--- src/shared/cpvdm_pkg.sv ---
// Shared constants and types for the cable plug structured message responder.
// Assumes a single 50 MHz system clock and a synchronous active-high reset.
package cpvdm_pkg;

  // ----------------------------------------------------------------------
  // Clock and timing
  // ----------------------------------------------------------------------
  localparam int unsigned CLK_PERIOD_NS  = 20;
  // Cycles the plug holds its self reset after hard or cable reset
  localparam int unsigned SELF_RESET_NS  = 200;
  localparam int unsigned SELF_RESET_CYC =
    (SELF_RESET_NS + CLK_PERIOD_NS - 1) / CLK_PERIOD_NS;
  localparam int unsigned CNT_W          = 8;

  // ----------------------------------------------------------------------
  // Request command codes from the protocol layer
  // ----------------------------------------------------------------------
  localparam logic [2:0] CMD_DISC_IDENT = 3'h1;
  localparam logic [2:0] CMD_DISC_SVIDS = 3'h2;
  localparam logic [2:0] CMD_DISC_MODES = 3'h3;
  localparam logic [2:0] CMD_ENTER_MODE = 3'h4;
  localparam logic [2:0] CMD_EXIT_MODE  = 3'h5;

  // ----------------------------------------------------------------------
  // Response kinds handed to the protocol layer
  // ----------------------------------------------------------------------
  localparam logic [1:0] RSP_ACK    = 2'h0;
  localparam logic [1:0] RSP_NAK    = 2'h1;
  localparam logic [1:0] RSP_ACCEPT = 2'h2;

  // Policy manager query kinds
  localparam logic [1:0] QRY_IDENT = 2'h0;
  localparam logic [1:0] QRY_SVIDS = 2'h1;
  localparam logic [1:0] QRY_MODES = 2'h2;

  // ----------------------------------------------------------------------
  // State machine
  // ----------------------------------------------------------------------
  typedef enum logic [3:0] {
    cable_idle_state,
    cable_identity_fetch_state,
    cable_identity_reply_state,
    cable_svid_fetch_state,
    cable_svid_reply_state,
    cable_modes_fetch_state,
    cable_modes_reply_state,
    cable_entry_evaluation_state,
    cable_entry_accept_state,
    cable_entry_reject_state,
    cable_mode_leave_state,
    cable_leave_accept_state,
    cable_soft_reset_state,
    cable_hard_reset_state
  } cpvdm_state_t;

endpackage

--- src/hdl/cpvdm_responder.sv ---
// Cable plug responder: answers discovery and mode requests from the
// downstream port, handles soft reset and escalates to hard reset.
// Assumes the protocol layer and policy manager share clk_sys and drive
// one-cycle pulses; hardResetPin is an asynchronous pin-level indication.
`timescale 1ns/100ps

// Overview of operation
// - Idle is home; reset lands in idle
// - Identity request fetches identity from manager
// - Identity delivered: send ACK, back to idle
// - SVIDs request fetches SVIDs from manager
// - SVIDs delivered: send ACK, back to idle
// - Modes request fetches modes from manager
// - Modes delivered: send ACK, back to idle
// - Enter request asks manager to judge entry
// - Mode entered: send Enter ACK, idle
// - Refused: send manager-directed NAK, idle
// - Exit request asks manager to leave mode
// - Mode left: send Exit ACK, idle
// - Soft reset message forces soft-reset state
// - Reset protocol layer, then request Accept
// - Accept sent returns to idle
// - Transmit error during soft reset: hard reset
// - Hard/cable reset: self reset, then idle
module cpvdm_responder (
  // Clock and reset
  input  wire logic                  clk_sys,
  input  wire logic                  srst,
  // Protocol layer: received requests
  input  wire logic                  reqValid,
  input  wire logic [2:0]            reqCmd,
  input  wire logic                  softResetRx,
  input  wire logic                  hardResetPin,
  // Protocol layer: transmit path
  output logic                       txReq,
  output logic [2:0]                 txCmd,
  output logic [1:0]                 txKind,
  input  wire logic                  txDone,
  input  wire logic                  txError,
  output logic                       protoReset,
  // Policy manager exchange
  output logic                       dpmQuery,
  output logic [1:0]                 dpmQueryKind,
  output logic                       dpmEnterReq,
  output logic                       dpmExitReq,
  input  wire logic                  dpmInfoDone,
  input  wire logic                  dpmEnterOk,
  input  wire logic                  dpmEnterNak,
  input  wire logic                  dpmExitDone,
  // Status
  output cpvdm_pkg::cpvdm_state_t    stateOut
);
  import cpvdm_pkg::*;

  // ----------------------------------------------------------------------
  // State record
  // ----------------------------------------------------------------------
  typedef struct packed {
    cpvdm_state_t st;
    logic [2:0]   hrSync;      // Pin synchroniser, bit 0 is first stage
    logic         hrLevel;     // Agreed level of the hard reset pin
    logic         acceptPend;  // Accept request follows protocol reset
    logic         txReq;
    logic [2:0]   txCmd;
    logic [1:0]   txKind;
    logic         protoReset;
    logic         dpmQuery;
    logic [1:0]   dpmQueryKind;
    logic         dpmEnterReq;
    logic         dpmExitReq;
    logic         timerStart;
  } cpvdm_core_t;

  cpvdm_core_t cur;
  cpvdm_core_t next_cur;
  logic        timerDone;
  logic        hrRise;

  // ----------------------------------------------------------------------
  // Self reset timer
  // ----------------------------------------------------------------------
  cpvdm_reset_timer #(
    .CYCLES (SELF_RESET_CYC)
  ) u_timer (
    .clk_sys (clk_sys),
    .srst    (srst),
    .start   (cur.timerStart),
    .done    (timerDone)
  );

  // Edge once second and third stages agree high, prior level low
  assign hrRise = cur.hrSync[1] & cur.hrSync[2] & ~cur.hrLevel;

  // Start a reply transfer toward the protocol layer
  function automatic cpvdm_core_t sendRsp(input cpvdm_core_t c,
                                          input logic [2:0] cmd,
                                          input logic [1:0] kind);
    cpvdm_core_t r;
    r        = c;
    r.txReq  = 1'b1;
    r.txCmd  = cmd;
    r.txKind = kind;
    return r;
  endfunction

  // ----------------------------------------------------------------------
  // Next state
  // ----------------------------------------------------------------------
  always_comb begin
    next_cur              = cur;
    next_cur.txReq        = 1'b0;
    next_cur.protoReset   = 1'b0;
    next_cur.dpmQuery     = 1'b0;
    next_cur.dpmEnterReq  = 1'b0;
    next_cur.dpmExitReq   = 1'b0;
    next_cur.timerStart   = 1'b0;
    next_cur.acceptPend   = 1'b0;
    next_cur.hrSync       = {cur.hrSync[1:0], hardResetPin};
    if (cur.hrSync[1] == cur.hrSync[2]) begin
      next_cur.hrLevel = cur.hrSync[2];
    end

    if (hrRise) begin
      // Hard reset outranks everything, including soft reset
      next_cur.st         = cable_hard_reset_state;
      next_cur.timerStart = 1'b1;
    end else if (softResetRx && cur.st != cable_hard_reset_state) begin
      // Protocol layer is reset first; Accept goes out next cycle
      next_cur.st         = cable_soft_reset_state;
      next_cur.protoReset = 1'b1;
      next_cur.acceptPend = 1'b1;
    end else begin
      case (cur.st)
        cable_idle_state: begin
          // Requests are only accepted when idle
          if (reqValid) begin
            case (reqCmd)
              CMD_DISC_IDENT: begin
                next_cur.st           = cable_identity_fetch_state;
                next_cur.dpmQuery     = 1'b1;
                next_cur.dpmQueryKind = QRY_IDENT;
              end
              CMD_DISC_SVIDS: begin
                next_cur.st           = cable_svid_fetch_state;
                next_cur.dpmQuery     = 1'b1;
                next_cur.dpmQueryKind = QRY_SVIDS;
              end
              CMD_DISC_MODES: begin
                next_cur.st           = cable_modes_fetch_state;
                next_cur.dpmQuery     = 1'b1;
                next_cur.dpmQueryKind = QRY_MODES;
              end
              CMD_ENTER_MODE: begin
                next_cur.st          = cable_entry_evaluation_state;
                next_cur.dpmEnterReq = 1'b1;
              end
              CMD_EXIT_MODE: begin
                next_cur.st         = cable_mode_leave_state;
                next_cur.dpmExitReq = 1'b1;
              end
              default: begin
                next_cur.st = cable_idle_state;
              end
            endcase
          end
        end
        cable_identity_fetch_state: begin
          if (dpmInfoDone) begin
            next_cur    = sendRsp(next_cur, CMD_DISC_IDENT, RSP_ACK);
            next_cur.st = cable_identity_reply_state;
          end
        end
        cable_svid_fetch_state: begin
          if (dpmInfoDone) begin
            next_cur    = sendRsp(next_cur, CMD_DISC_SVIDS, RSP_ACK);
            next_cur.st = cable_svid_reply_state;
          end
        end
        cable_modes_fetch_state: begin
          if (dpmInfoDone) begin
            next_cur    = sendRsp(next_cur, CMD_DISC_MODES, RSP_ACK);
            next_cur.st = cable_modes_reply_state;
          end
        end
        cable_entry_evaluation_state: begin
          // Accept wins if the manager ever pulses both
          if (dpmEnterOk) begin
            next_cur    = sendRsp(next_cur, CMD_ENTER_MODE, RSP_ACK);
            next_cur.st = cable_entry_accept_state;
          end else if (dpmEnterNak) begin
            next_cur    = sendRsp(next_cur, CMD_ENTER_MODE, RSP_NAK);
            next_cur.st = cable_entry_reject_state;
          end
        end
        cable_mode_leave_state: begin
          if (dpmExitDone) begin
            next_cur    = sendRsp(next_cur, CMD_EXIT_MODE, RSP_ACK);
            next_cur.st = cable_leave_accept_state;
          end
        end
        cable_identity_reply_state,
        cable_svid_reply_state,
        cable_modes_reply_state,
        cable_entry_accept_state,
        cable_entry_reject_state,
        cable_leave_accept_state: begin
          // Back to idle once the response has gone out
          if (txDone) begin
            next_cur.st = cable_idle_state;
          end
        end
        cable_soft_reset_state: begin
          if (cur.acceptPend) begin
            next_cur = sendRsp(next_cur, 3'h0, RSP_ACCEPT);
          end else if (txError) begin
            next_cur.st         = cable_hard_reset_state;
            next_cur.timerStart = 1'b1;
          end else if (txDone) begin
            next_cur.st = cable_idle_state;
          end
        end
        cable_hard_reset_state: begin
          // Outputs stay quiet until the self reset finishes
          if (timerDone) begin
            next_cur.st = cable_idle_state;
          end
        end
        default: begin
          next_cur.st = cable_idle_state;
        end
      endcase
    end
  end

  // ----------------------------------------------------------------------
  // Registers
  // ----------------------------------------------------------------------
  always_ff @(posedge clk_sys) begin
    if (srst) begin
      cur    <= '0;
      cur.st <= cable_idle_state;
    end else begin
      cur <= next_cur;
    end
  end

  // Outputs straight from flip-flops
  assign txReq        = cur.txReq;
  assign txCmd        = cur.txCmd;
  assign txKind       = cur.txKind;
  assign protoReset   = cur.protoReset;
  assign dpmQuery     = cur.dpmQuery;
  assign dpmQueryKind = cur.dpmQueryKind;
  assign dpmEnterReq  = cur.dpmEnterReq;
  assign dpmExitReq   = cur.dpmExitReq;
  assign stateOut     = cur.st;

  // ----------------------------------------------------------------------
  // Checks
  // ----------------------------------------------------------------------
  AST_RESET_IDLE: assert property (@(posedge clk_sys)
    srst |=> stateOut == cable_idle_state)
    else $error("not idle after reset");

  AST_IDENT_FETCH: assert property (@(posedge clk_sys) disable iff (srst)
    (stateOut == cable_idle_state && reqValid && reqCmd == CMD_DISC_IDENT
     && !softResetRx && !hrRise)
    |=> stateOut == cable_identity_fetch_state && dpmQuery
        && dpmQueryKind == QRY_IDENT)
    else $error("identity fetch not started");

  AST_IDENT_ACK: assert property (@(posedge clk_sys) disable iff (srst)
    (stateOut == cable_identity_fetch_state && dpmInfoDone
     && !softResetRx && !hrRise)
    |=> txReq && txKind == RSP_ACK && txCmd == CMD_DISC_IDENT)
    else $error("identity ack not sent");

  AST_SVID_FETCH: assert property (@(posedge clk_sys) disable iff (srst)
    (stateOut == cable_idle_state && reqValid && reqCmd == CMD_DISC_SVIDS
     && !softResetRx && !hrRise) |=> dpmQuery && dpmQueryKind == QRY_SVIDS)
    else $error("svid fetch not started");

  AST_MODES_FETCH: assert property (@(posedge clk_sys) disable iff (srst)
    (stateOut == cable_idle_state && reqValid && reqCmd == CMD_DISC_MODES
     && !softResetRx && !hrRise) |=> dpmQuery && dpmQueryKind == QRY_MODES)
    else $error("modes fetch not started");

  AST_ENTER_NAK: assert property (@(posedge clk_sys) disable iff (srst)
    (stateOut == cable_entry_evaluation_state && dpmEnterNak && !dpmEnterOk
     && !softResetRx && !hrRise)
    |=> stateOut == cable_entry_reject_state && txKind == RSP_NAK)
    else $error("enter nak not sent");

  AST_SOFT_ORDER: assert property (@(posedge clk_sys) disable iff (srst)
    (softResetRx && !hrRise && stateOut != cable_hard_reset_state)
    |=> protoReset && !txReq ##1 txReq && txKind == RSP_ACCEPT)
    else $error("accept before protocol reset");

  AST_SOFT_ERR: assert property (@(posedge clk_sys) disable iff (srst)
    (stateOut == cable_soft_reset_state && !protoReset && txError
     && !softResetRx && !hrRise) |=> stateOut == cable_hard_reset_state)
    else $error("tx error did not escalate");

  AST_HARD_ENTRY: assert property (@(posedge clk_sys) disable iff (srst)
    hrRise |=> stateOut == cable_hard_reset_state
               ##[1:20] stateOut == cable_idle_state)
    else $error("hard reset not entered or not left");

  AST_PULSE: assert property (@(posedge clk_sys) disable iff (srst)
    dpmQuery |=> !dpmQuery)
    else $error("query longer than one cycle");

  AST_SVID_ACK: assert property (@(posedge clk_sys) disable iff (srst)
    (stateOut == cable_svid_fetch_state && dpmInfoDone
     && !softResetRx && !hrRise)
    |=> stateOut == cable_svid_reply_state && txReq && txKind == RSP_ACK
        && txCmd == CMD_DISC_SVIDS)
    else $error("svid ack not sent");

  AST_MODES_ACK: assert property (@(posedge clk_sys) disable iff (srst)
    (stateOut == cable_modes_fetch_state && dpmInfoDone
     && !softResetRx && !hrRise)
    |=> stateOut == cable_modes_reply_state && txReq && txKind == RSP_ACK
        && txCmd == CMD_DISC_MODES)
    else $error("modes ack not sent");

  AST_ENTER_ACK: assert property (@(posedge clk_sys) disable iff (srst)
    (stateOut == cable_entry_evaluation_state && dpmEnterOk
     && !softResetRx && !hrRise)
    |=> stateOut == cable_entry_accept_state && txReq && txKind == RSP_ACK
        && txCmd == CMD_ENTER_MODE)
    else $error("enter ack not sent");

  AST_EXIT_REQ: assert property (@(posedge clk_sys) disable iff (srst)
    (stateOut == cable_idle_state && reqValid && reqCmd == CMD_EXIT_MODE
     && !softResetRx && !hrRise)
    |=> stateOut == cable_mode_leave_state && dpmExitReq)
    else $error("exit request not passed on");

  AST_EXIT_ACK: assert property (@(posedge clk_sys) disable iff (srst)
    (stateOut == cable_mode_leave_state && dpmExitDone
     && !softResetRx && !hrRise)
    |=> stateOut == cable_leave_accept_state && txReq && txKind == RSP_ACK
        && txCmd == CMD_EXIT_MODE)
    else $error("exit ack not sent");

  AST_SOFT_ENTRY: assert property (@(posedge clk_sys) disable iff (srst)
    (softResetRx && !hrRise && stateOut != cable_hard_reset_state)
    |=> stateOut == cable_soft_reset_state)
    else $error("soft reset state not entered");

  AST_SOFT_DONE: assert property (@(posedge clk_sys) disable iff (srst)
    (stateOut == cable_soft_reset_state && !protoReset && txDone
     && !txError && !softResetRx && !hrRise)
    |=> stateOut == cable_idle_state)
    else $error("accept sent but not idle");

  AST_REPLY_IDLE: assert property (@(posedge clk_sys) disable iff (srst)
    (stateOut inside {cable_identity_reply_state, cable_svid_reply_state,
                      cable_modes_reply_state, cable_entry_accept_state,
                      cable_entry_reject_state, cable_leave_accept_state}
     && txDone && !softResetRx && !hrRise) |=> stateOut == cable_idle_state)
    else $error("reply state did not return to idle");

endmodule // cpvdm_responder

--- src/hdl/cpvdm_reset_timer.sv ---
// Self-reset timer for the cable plug responder.
// Assumes start is a one-cycle pulse on the same clock as the caller.
`timescale 1ns/100ps
module cpvdm_reset_timer #(
  parameter int unsigned CYCLES = cpvdm_pkg::SELF_RESET_CYC
) (
  // Clock and reset
  input  wire logic clk_sys,
  input  wire logic srst,
  // Control
  input  wire logic start,
  output logic      done
);
  import cpvdm_pkg::*;

  typedef struct packed {
    logic [CNT_W-1:0] count;
    logic             busy;
    logic             done;
  } cpvdm_tmr_t;

  cpvdm_tmr_t cur;
  cpvdm_tmr_t next_cur;

  // ----------------------------------------------------------------------
  // Countdown; done pulses once when the count runs out
  // ----------------------------------------------------------------------
  always_comb begin
    next_cur      = cur;
    next_cur.done = 1'b0;
    if (start) begin
      // Restart wins so a second reset stretches the window
      next_cur.count = CNT_W'(CYCLES);
      next_cur.busy  = 1'b1;
    end else if (cur.busy) begin
      if (cur.count <= CNT_W'(1)) begin
        next_cur.busy = 1'b0;
        next_cur.done = 1'b1;
      end else begin
        next_cur.count = cur.count - CNT_W'(1);
      end
    end
  end

  // Register state
  always_ff @(posedge clk_sys) begin
    if (srst) begin
      cur <= '0;
    end else begin
      cur <= next_cur;
    end
  end

  assign done = cur.done;

endmodule // cpvdm_reset_timer

--- config.mk ---
export PLATFORM = sky130hd
export DESIGN_NAME = cpvdm_responder
export DESIGN_NICKNAME = d
export VERILOG_FILES = /design/src/shared/cpvdm_pkg.sv /design/src/hdl/cpvdm_responder.sv /design/src/hdl/cpvdm_reset_timer.sv
export SDC_FILE = /design/constraint.sdc
export NUM_CORES = 1
export LEC_CHECK = 0
export ABC_CLOCK_PERIOD_IN_PS = 3950
export BUFFER_PORTS_ARGS = -buffer_cell sky130_fd_sc_hd__buf_2
export CELL_PAD_IN_SITES_DETAIL_PLACEMENT = 1
export CELL_PAD_IN_SITES_GLOBAL_PLACEMENT = 2
export CORE_MARGIN = 2
export CORE_UTILIZATION = 38
export CTS_BUF_LIST = sky130_fd_sc_hd__clkbuf_8
export DETAILED_ROUTE_END_ITERATION = 8
export HOLD_SLACK_MARGIN = 0.08
export PLACE_DENSITY_LB_ADDON = 0.1
export SLEW_MARGIN = 20
export SYNTH_ARGS = -nofsm -noshare
export SYNTH_HDL_FRONTEND = slang
export SYNTH_HIERARCHICAL = 1
export SYNTH_SLANG_ARGS = --single-unit
--- constraint.sdc ---
create_clock -name clk_sys -period 3.95 [get_ports clk_sys]
set_clock_uncertainty 0.05 [all_clocks]
set_input_delay 0.395 -clock clk_sys [delete_from_list [all_inputs] [get_ports clk_sys]]
set_output_delay 0.395 -clock clk_sys [all_outputs]
set_load 0.02 [all_outputs]
==> results of run 1 <==
## final timing paths
kind,from,end,depth (start not counted)
worst min-delay path,hardResetPin,cur[15]$_SDFF_PP0_,2
worst min register to register,cur[15]$_SDFF_PP0_,cur[16]$_SDFF_PP0_,1
worst max register to register,stateOut[2]$_SDFFE_PP0P_,txKind[0]$_SDFFE_PP0P_,5
worst max-delay path,stateOut[2]$_SDFFE_PP0P_,txKind[0]$_SDFFE_PP0P_,5
## placed cells by master (no fill, tap or decap), types with 3 or more instances in the layout
cell type,Yosys,layout
and3_1,3,3
xnor2_1,4,4
dfxtp_1,31,31
a21oi_1,11,11
ha_1,3,3
nand2_1,15,15
clkbuf_8,0,6
nor3b_1,6,6
nand4_1,3,3
nand2b_1,8,8
inv_1,7,7
nor3_1,14,14
o21ai_0,7,7
mux2i_1,3,3
nor4_1,6,6
nor2_1,15,15
nor4bb_1,3,3
or3_1,3,3
buf_2,2,29
nor2b_1,10,10
## power by group
group	internal [mW]	total (mW)	leakage [nW]	switching (mW)
Combinational	0.0764	0.180	0.526	0.104
Clock	0.204	0.328	0.0612	0.124
Sequential	0.327	0.372	0.252	0.0448
Total	0.607	0.880	0.838	0.272
## cells by family after synthesis
logic type	synth area share
compound gates	0.153
xor+xnor	0.0179
fa+ha+maj	0.0192
buf+inv	0.105
flops	0.317
mux	0.0307
simple gates	0.357
## synthesized netlist by cell type, drive strengths merged (2+ instances only)
library cell  count  area share
o21ai            10       0.028
o41ai             2       0.019
a21oi            12       0.033
nor2b            10       0.032
dfxtp            31        0.32
clkbuf            2      0.0038
nand4             4       0.016
a211oi            3       0.014
inv               7       0.013
and3              3      0.0096
nand4b            2      0.0090
nand2b            8       0.026
mux2              2       0.015
nor2             15       0.029
ha                3       0.019
or4               2       0.012
and4b             2       0.010
xnor2             4       0.018
nor4              7       0.026
buf              22       0.088
nor3             15       0.041
a311oi            2      0.0090
nor4bb            3       0.015
nor3b             7       0.029
or3               4       0.013
or2               2      0.0064
a22oi             2       0.010
nand2            16       0.032
and3b             2       0.010
mux2i             3       0.015
nand3b            2      0.0077
nand3             2      0.0051
a2111oi           2       0.013
## sequential cells by signal, summed over array words and instances, names as in the netlist, 2 cells and up
name	flops
cur	6
txCmd	3
dpmQueryKind	2
stateOut	4
u_timer/cur	9
txKind	2
## through the flow
| step | setup slack (ns) | utilization | std cells | total power [mW] |
|---|---|---|---|---|
| final | 1.78 | 0.422 | 308 | 0.880 |
| after CTS | 1.79 | 0.422 | 308 | 0.889 |
| after detailed placement | 1.80 | 0.399 | 300 | 0.559 |
| after floorplan | 2.15 | - | 225 | 0.535 |
| after global placement | 1.90 | 0.399 | 300 | 0.554 |
| after global routing | 1.63 | 0.422 | 308 | 0.933 |
## area by class of cell
class                           instances  area (sq um)
Fill cell                             615          2920
Multi-Input combinational cell        163          1130
Sequential cell                        31           621
Timing Repair Buffer                   29           145
Tap cell                               70          87.6
Clock buffer                            6          82.6
Clock inverter                          2          35.0
Inverter                                7          26.3
## metal layers
metal	share of wire	vias to the layer above
met5	0	-
met4	0.015	0
met3	0.032	6
met2	0.46	39
met1	0.50	785
li1	-	828
==> results.txt, run 1 <==
final setup vio count: 0
Core Area: 0.00504 sq mm
Net Count, Synth: 242
Post-Synthesis Cells: 225
Cell Area, Placed: 0.00201 sq mm
Die ar.: 0.00574 sq mm
RSZ-0062 raised after global routing: false
Critical Path AT: 2.29 ns
worst path required time: 4.07 ns
LEAKAGE: 0.838 nW
Critical Path, Cell by Cell: and4b_1 > o21ai_2 > a21oi_2 > nand2_2 > mux2_4
Synth Warn #: 6
Total GRT Usage: 0.180
area grow syn2layout: 8.77%
delay-heaviest family, CP: flip-flops
vias in the first global route: 1,579
Antenna Cells: 0
IO buf count: 29
DRC Markers: 0
Via Count: 1,658
std cell rows: 26
outcome: completed
met3 global-route usage: 0.0410
met2 Track Usage GR: 0.282
setup TNS: 0 ns
Crit Path Max Fanout: 22
ys async rst share: 0
DR iter-0 viols: 63
Clock Sinks: 31
crit end category: flip-flop
initial antenna violation count: 0
sequential-to-total area share from yosys stat: 0.317
Crit path buffers/inverters: 0
Seq cells post-synth: 31
drt total wl: 4830 um
CTS tree: built
chip width: 75.7 um
Final Max Slew Viols: 0
Crit Path Category: flip-flop to flip-flop
r2r setup slk: 1.78 ns
cell area after layout: 0.00213 sq mm
vias per cell: 5.38
count of cell types in the netlist: 61
fin crit share: 0.550
htree depth: 2
Fmax achieved: 461 MHz
Post-synth EDFFs: 0
post-DP HPWL: 3590 um
1st-pass router iterations: 4
Hold Buf Count CTS: 0
peak supply drop: 0.000165 V
Startpoint Class: flip-flop
Fin. Hold Viols: 0
Final #Nets: 254
number of CTS-inserted buffers: 5
max cap viols: 0
post-cts resize count: 0
min-delay worst type: input port to flip-flop
total setup buffers inserted after CTS: 0
worst-skew pair later-pin latency: 0.28 ns
GRT Residual Overflow: 0
Netlist Area Pre-Place: 0.00196 sq mm
antenna-violating nets left: 0
met1 Use GR: 0.248
slowest stage delay, CP: 0.79 ns
clock root buffer: clkbuf_8
largest net degree at the start of global routing: 28
CTS max path bufs: 2
Fin Hold WS: 0.298 ns
gr busiest metal: met2
share of cells above drive strength 1: 0.265
worst slew pin tran: 0.734 ns
DIE HEIGHT: 75.7 um
first-pass GRT wire length: 7820 um
clock-pin transition on the worst setup and hold timing paths: 0.07 ns
Rel. slew slack: 0.510
Wirelength per Cell: 15.7 um
Avg Cell Area, Syn: 8.69 sq um
slowest cell on the critical path: dfxtp_1
ys flop type: dfxtp_1
Tmin final: 2.17 ns
final RePlAce weighted congestion: 0.763
# IOs: 30
Initial Utilization: 0.388
power per standard cell area: 413 mW/mm^2
Note: power is estimated with default switching activity, not from simulation.
==> inputs of run 2 (changes only) <==
--- a/config.mk
+++ b/config.mk
@@ -5,12 +5,13 @@
 export SDC_FILE = /design/constraint.sdc
 export NUM_CORES = 1
 export LEC_CHECK = 0
-export ABC_CLOCK_PERIOD_IN_PS = 3950
+export ABC_AREA = 1
+export ABC_CLOCK_PERIOD_IN_PS = 1900
 export BUFFER_PORTS_ARGS = -buffer_cell sky130_fd_sc_hd__buf_2
 export CELL_PAD_IN_SITES_DETAIL_PLACEMENT = 1
 export CELL_PAD_IN_SITES_GLOBAL_PLACEMENT = 2
 export CORE_MARGIN = 2
-export CORE_UTILIZATION = 38
+export CORE_UTILIZATION = 29
 export CTS_BUF_LIST = sky130_fd_sc_hd__clkbuf_8
 export DETAILED_ROUTE_END_ITERATION = 8
 export HOLD_SLACK_MARGIN = 0.08
==> constraint.sdc (replaced) <==
create_clock -name clk_sys -period 1.9 [get_ports clk_sys]
set_clock_uncertainty 0.05 [all_clocks]
set_input_delay 0.19 -clock clk_sys [delete_from_list [all_inputs] [get_ports clk_sys]]
set_output_delay 0.19 -clock clk_sys [all_outputs]
set_load 0.02 [all_outputs]
==> run 2 against run 1 <==
  * First-iteration DRC count fell by 14%
  * Global-route usage fell by 2.8 points
  * Maximum frequency rose by 30%
  * Final cell count rose by 30%
  * Non-clock buffer count rose by 3
  * Sequential share of layout area fell by 1.7 points
  * Hold slack got worse by 0.17 ns
  * Utilization fell by 8.5 points
  * Routed wire length rose by 7.2%
  * Combinational power rose to 2.7 times the previous value
  * Via count rose by 12%
  * Largest cell class unchanged
  * Cell area rose by 6.5%
==> results.txt, run 2 <==
GRT Residual Overflow: 0 (unchanged)
Fin. Hold Viols: 0 (unchanged)
Total GRT Usage: 0.152 (-0.0281)
first-pass GRT wire length: 9010 um (+15%)
clock-pin transition on the worst setup and hold timing paths: 0.08 ns (about the same)
1st-pass router iterations: 4 (unchanged)
slowest stage delay, CP: 0.39 ns (-0.40 ns)
clock root buffer: clkbuf_8
Biggest register: u_timer/cur
area grow syn2layout: 13.6%
Critical Path, Cell by Cell: buf_4 > nor2_4 > nand2_2 > nand2_4 > nand2_4 > clkinv_4 > nand3_4 > nor2_8 > nand2_1 > nand2_1 > nor2_1
Seq cells post-synth: 31 (unchanged)
ys flop type: dfxtp_1
# IOs: 30 (unchanged)
setup TNS: 0 ns (unchanged)
Fin Hold WS: 0.123 ns (-0.175 ns)
Crit Path Max Fanout: 7 (-68%)
Fmax achieved: 600 MHz (+30%)
Finished Layout Cells: 399 (+30%)
DIE HEIGHT: 86.9 um (+15%)
Rel. slew slack: 0.762 (+0.252)
initial antenna violation count: 0 (unchanged)
vias in the first global route: 1,919 (+22%)
worst path required time: 2.03 ns (-2.04 ns)
htree depth: 2 (unchanged)
most frequent cells after synthesis: nand2_1, nor2_1, inv_1
Worst Hold Path Cells: 2 (unchanged)
Initial Utilization: 0.297 (-0.0912)
max reg flops: 9 (unchanged)
Avg Cell Area, Syn: 6.78 sq um (-22%)
CTS max path bufs: 2 (unchanged)
number of CTS-inserted buffers: 5 (unchanged)
post-DP HPWL: 4240 um (+18%)
chip width: 86.9 um (+15%)
largest area contributor in the netlist: dfxtp_1
Core Util, Final: 0.337 (-0.0848)
fin crit share: 0.877 (+0.327)
final setup vio count: 0 (unchanged)
Synth area leaders: dfxtp_1, nand2_1, nor2_1
Crit Path Category: flip-flop to flip-flop
DR iter-0 viols: 54 (-14%)
Startpoint Class: flip-flop
peak supply drop: 0.000286 V (+73%)
Netlist Area Pre-Place: 0.00199 sq mm (+1.9%)
filler instances: 889 (+45%)
Wirelength per Cell: 13.0 um (-17%)
sequential-to-total area share from yosys stat: 0.311 (-0.00598)
Die ar.: 0.00755 sq mm (+32%)
std cell rows: 30 (+15%)
antenna-violating nets left: 0 (unchanged)
drt total wl: 5180 um (+7.2%)
Worst R2R Path Depth: 11 (+6)
commonest non-fill, non-tap cell in the layout: nand2_1
LEAKAGE: 1.11 nW (+32%)
Post-synth EDFFs: 0 (unchanged)
Net Count, Synth: 311 (+29%)
most common cell in the netlist: nand2_1
Via Count: 1,856 (+12%)
power per standard cell area: 834 mW/mm^2 (+100%)
Final Max Slew Viols: 0 (unchanged)
Critical Path AT: 1.79 ns (-0.50 ns)
Core Area: 0.00672 sq mm (+33%)
min-delay worst type: input port to flip-flop
IO buf count: 29 (unchanged)
crit end category: flip-flop
largest net degree at the start of global routing: 12 (-57%)
commonest non-fill, non-tap cells in the layout: nand2_1, nor2_1, inv_1
Synth Warn #: 6 (unchanged)
slowest cell on the critical path: dfxtp_1
Tmin final: 1.67 ns (-0.505 ns)
DRC Markers: 0 (unchanged)
share of cells above drive strength 1: 0.263 (-0.00138)
Post-Synthesis Cells: 294 (+31%)
CTS tree: built
max cap viols: 0 (unchanged)
worst-skew pair later-pin latency: 0.28 ns (about the same)
final RePlAce weighted congestion: 0.754 (-1.1%)
worst slew pin tran: 0.353 ns (-0.381 ns)
RSZ-0062 raised after global routing: false
outcome: completed
Antenna Cells: 0 (unchanged)
Final #Nets: 335 (+32%)
Clock Sinks: 31 (unchanged)
top cell type's share of synthesized area: 0.311 (-0.00598)
count of cell types in the netlist: 29 (-52%)
ys async rst share: 0 (unchanged)
vias per cell: 4.65 (-14%)
dpl cells: 390 (+30%)
==> run 2: logic make-up (layout without fill, tap and decap cells) <==
kind of cell,after synthesis,in the layout,synth area share
xor gates and xnor gates,2,2,0.00879
buffers and inverters,57,82,0.139
AOI/OAI and AO/OA,35,35,0.102
DFF,31,31,0.311
adders and majority gates,3,3,0.0188
and+or+nand+nor,166,166,0.420
==> run 2: path summary, 6_finish.rpt <==
path | from | end | slack, ns
setup reg to reg | stateOut[1]$_SDFFE_PP0P_ | txCmd[0]$_SDFFE_PP0P_ | 0.23
hold / removal | srst | cur[15]$_SDFF_PP0_ | 0.12
setup / recovery | stateOut[1]$_SDFFE_PP0P_ | txCmd[0]$_SDFFE_PP0P_ | 0.23
hold reg to reg | cur[15]$_SDFF_PP0_ | cur[16]$_SDFF_PP0_ | 0.36
==> run 2: layer usage <==
layer	vias up	GRT usage	share of wire
met5	-	0	0
met4	0	0.0568	0.026
met3	10	0.0303	0.025
met2	26	0.264	0.51
li1	966	-	-
met1	854	0.184	0.44
==> run 2: critical path, delay by kind of cell (launching register included) <==
| family | cells | cell delay [ns] |
|---|---|---|
| and+or+nand+nor | 9 | 0.85 |
| DFF | 1 | 0.39 |
| buffers and inverters | 2 | 0.27 |
==> run 2: report_power, final <==
group | total (mW) | internal, mW | switching, mW
Clock | 0.661 | 0.391 | 0.271
Combinational | 0.488 | 0.160 | 0.328
Sequential | 0.740 | 0.691 | 0.0495
Total | 1.89 | 1.24 | 0.648
==> run 2: area by class of cell <==
type                    instances  area [sq um]  area share
inverters                      42           163      0.0718
flip-flops and latches         31           623       0.275
multi-input cells             206          1100       0.484
repair buffers                 32           170      0.0751
clock inverters                 3          43.8      0.0193
well taps                      80           100      0.0442
clock buffers                   5          68.8      0.0304
==> run 2: per-stage QoR <==
step,total power [mW],instance area (sq um),setup WS (ns)
CTS,1.93,2260,0.0713
floorplan,1.16,1990,0.462
detailed placement,1.25,2140,0.0941
finish,1.89,2260,0.235
global placement,1.25,2140,0.0546
global route,2.02,2260,0.0610
==> run 2: repair_timing <==
action / CTS / global route
buffers inserted: 0 / 0
hold buffers: 1 / 0
endpoints found under the hold margin: 1 / 0
resized for setup: 0 / 2
setup endpoints to repair: 0 / 8
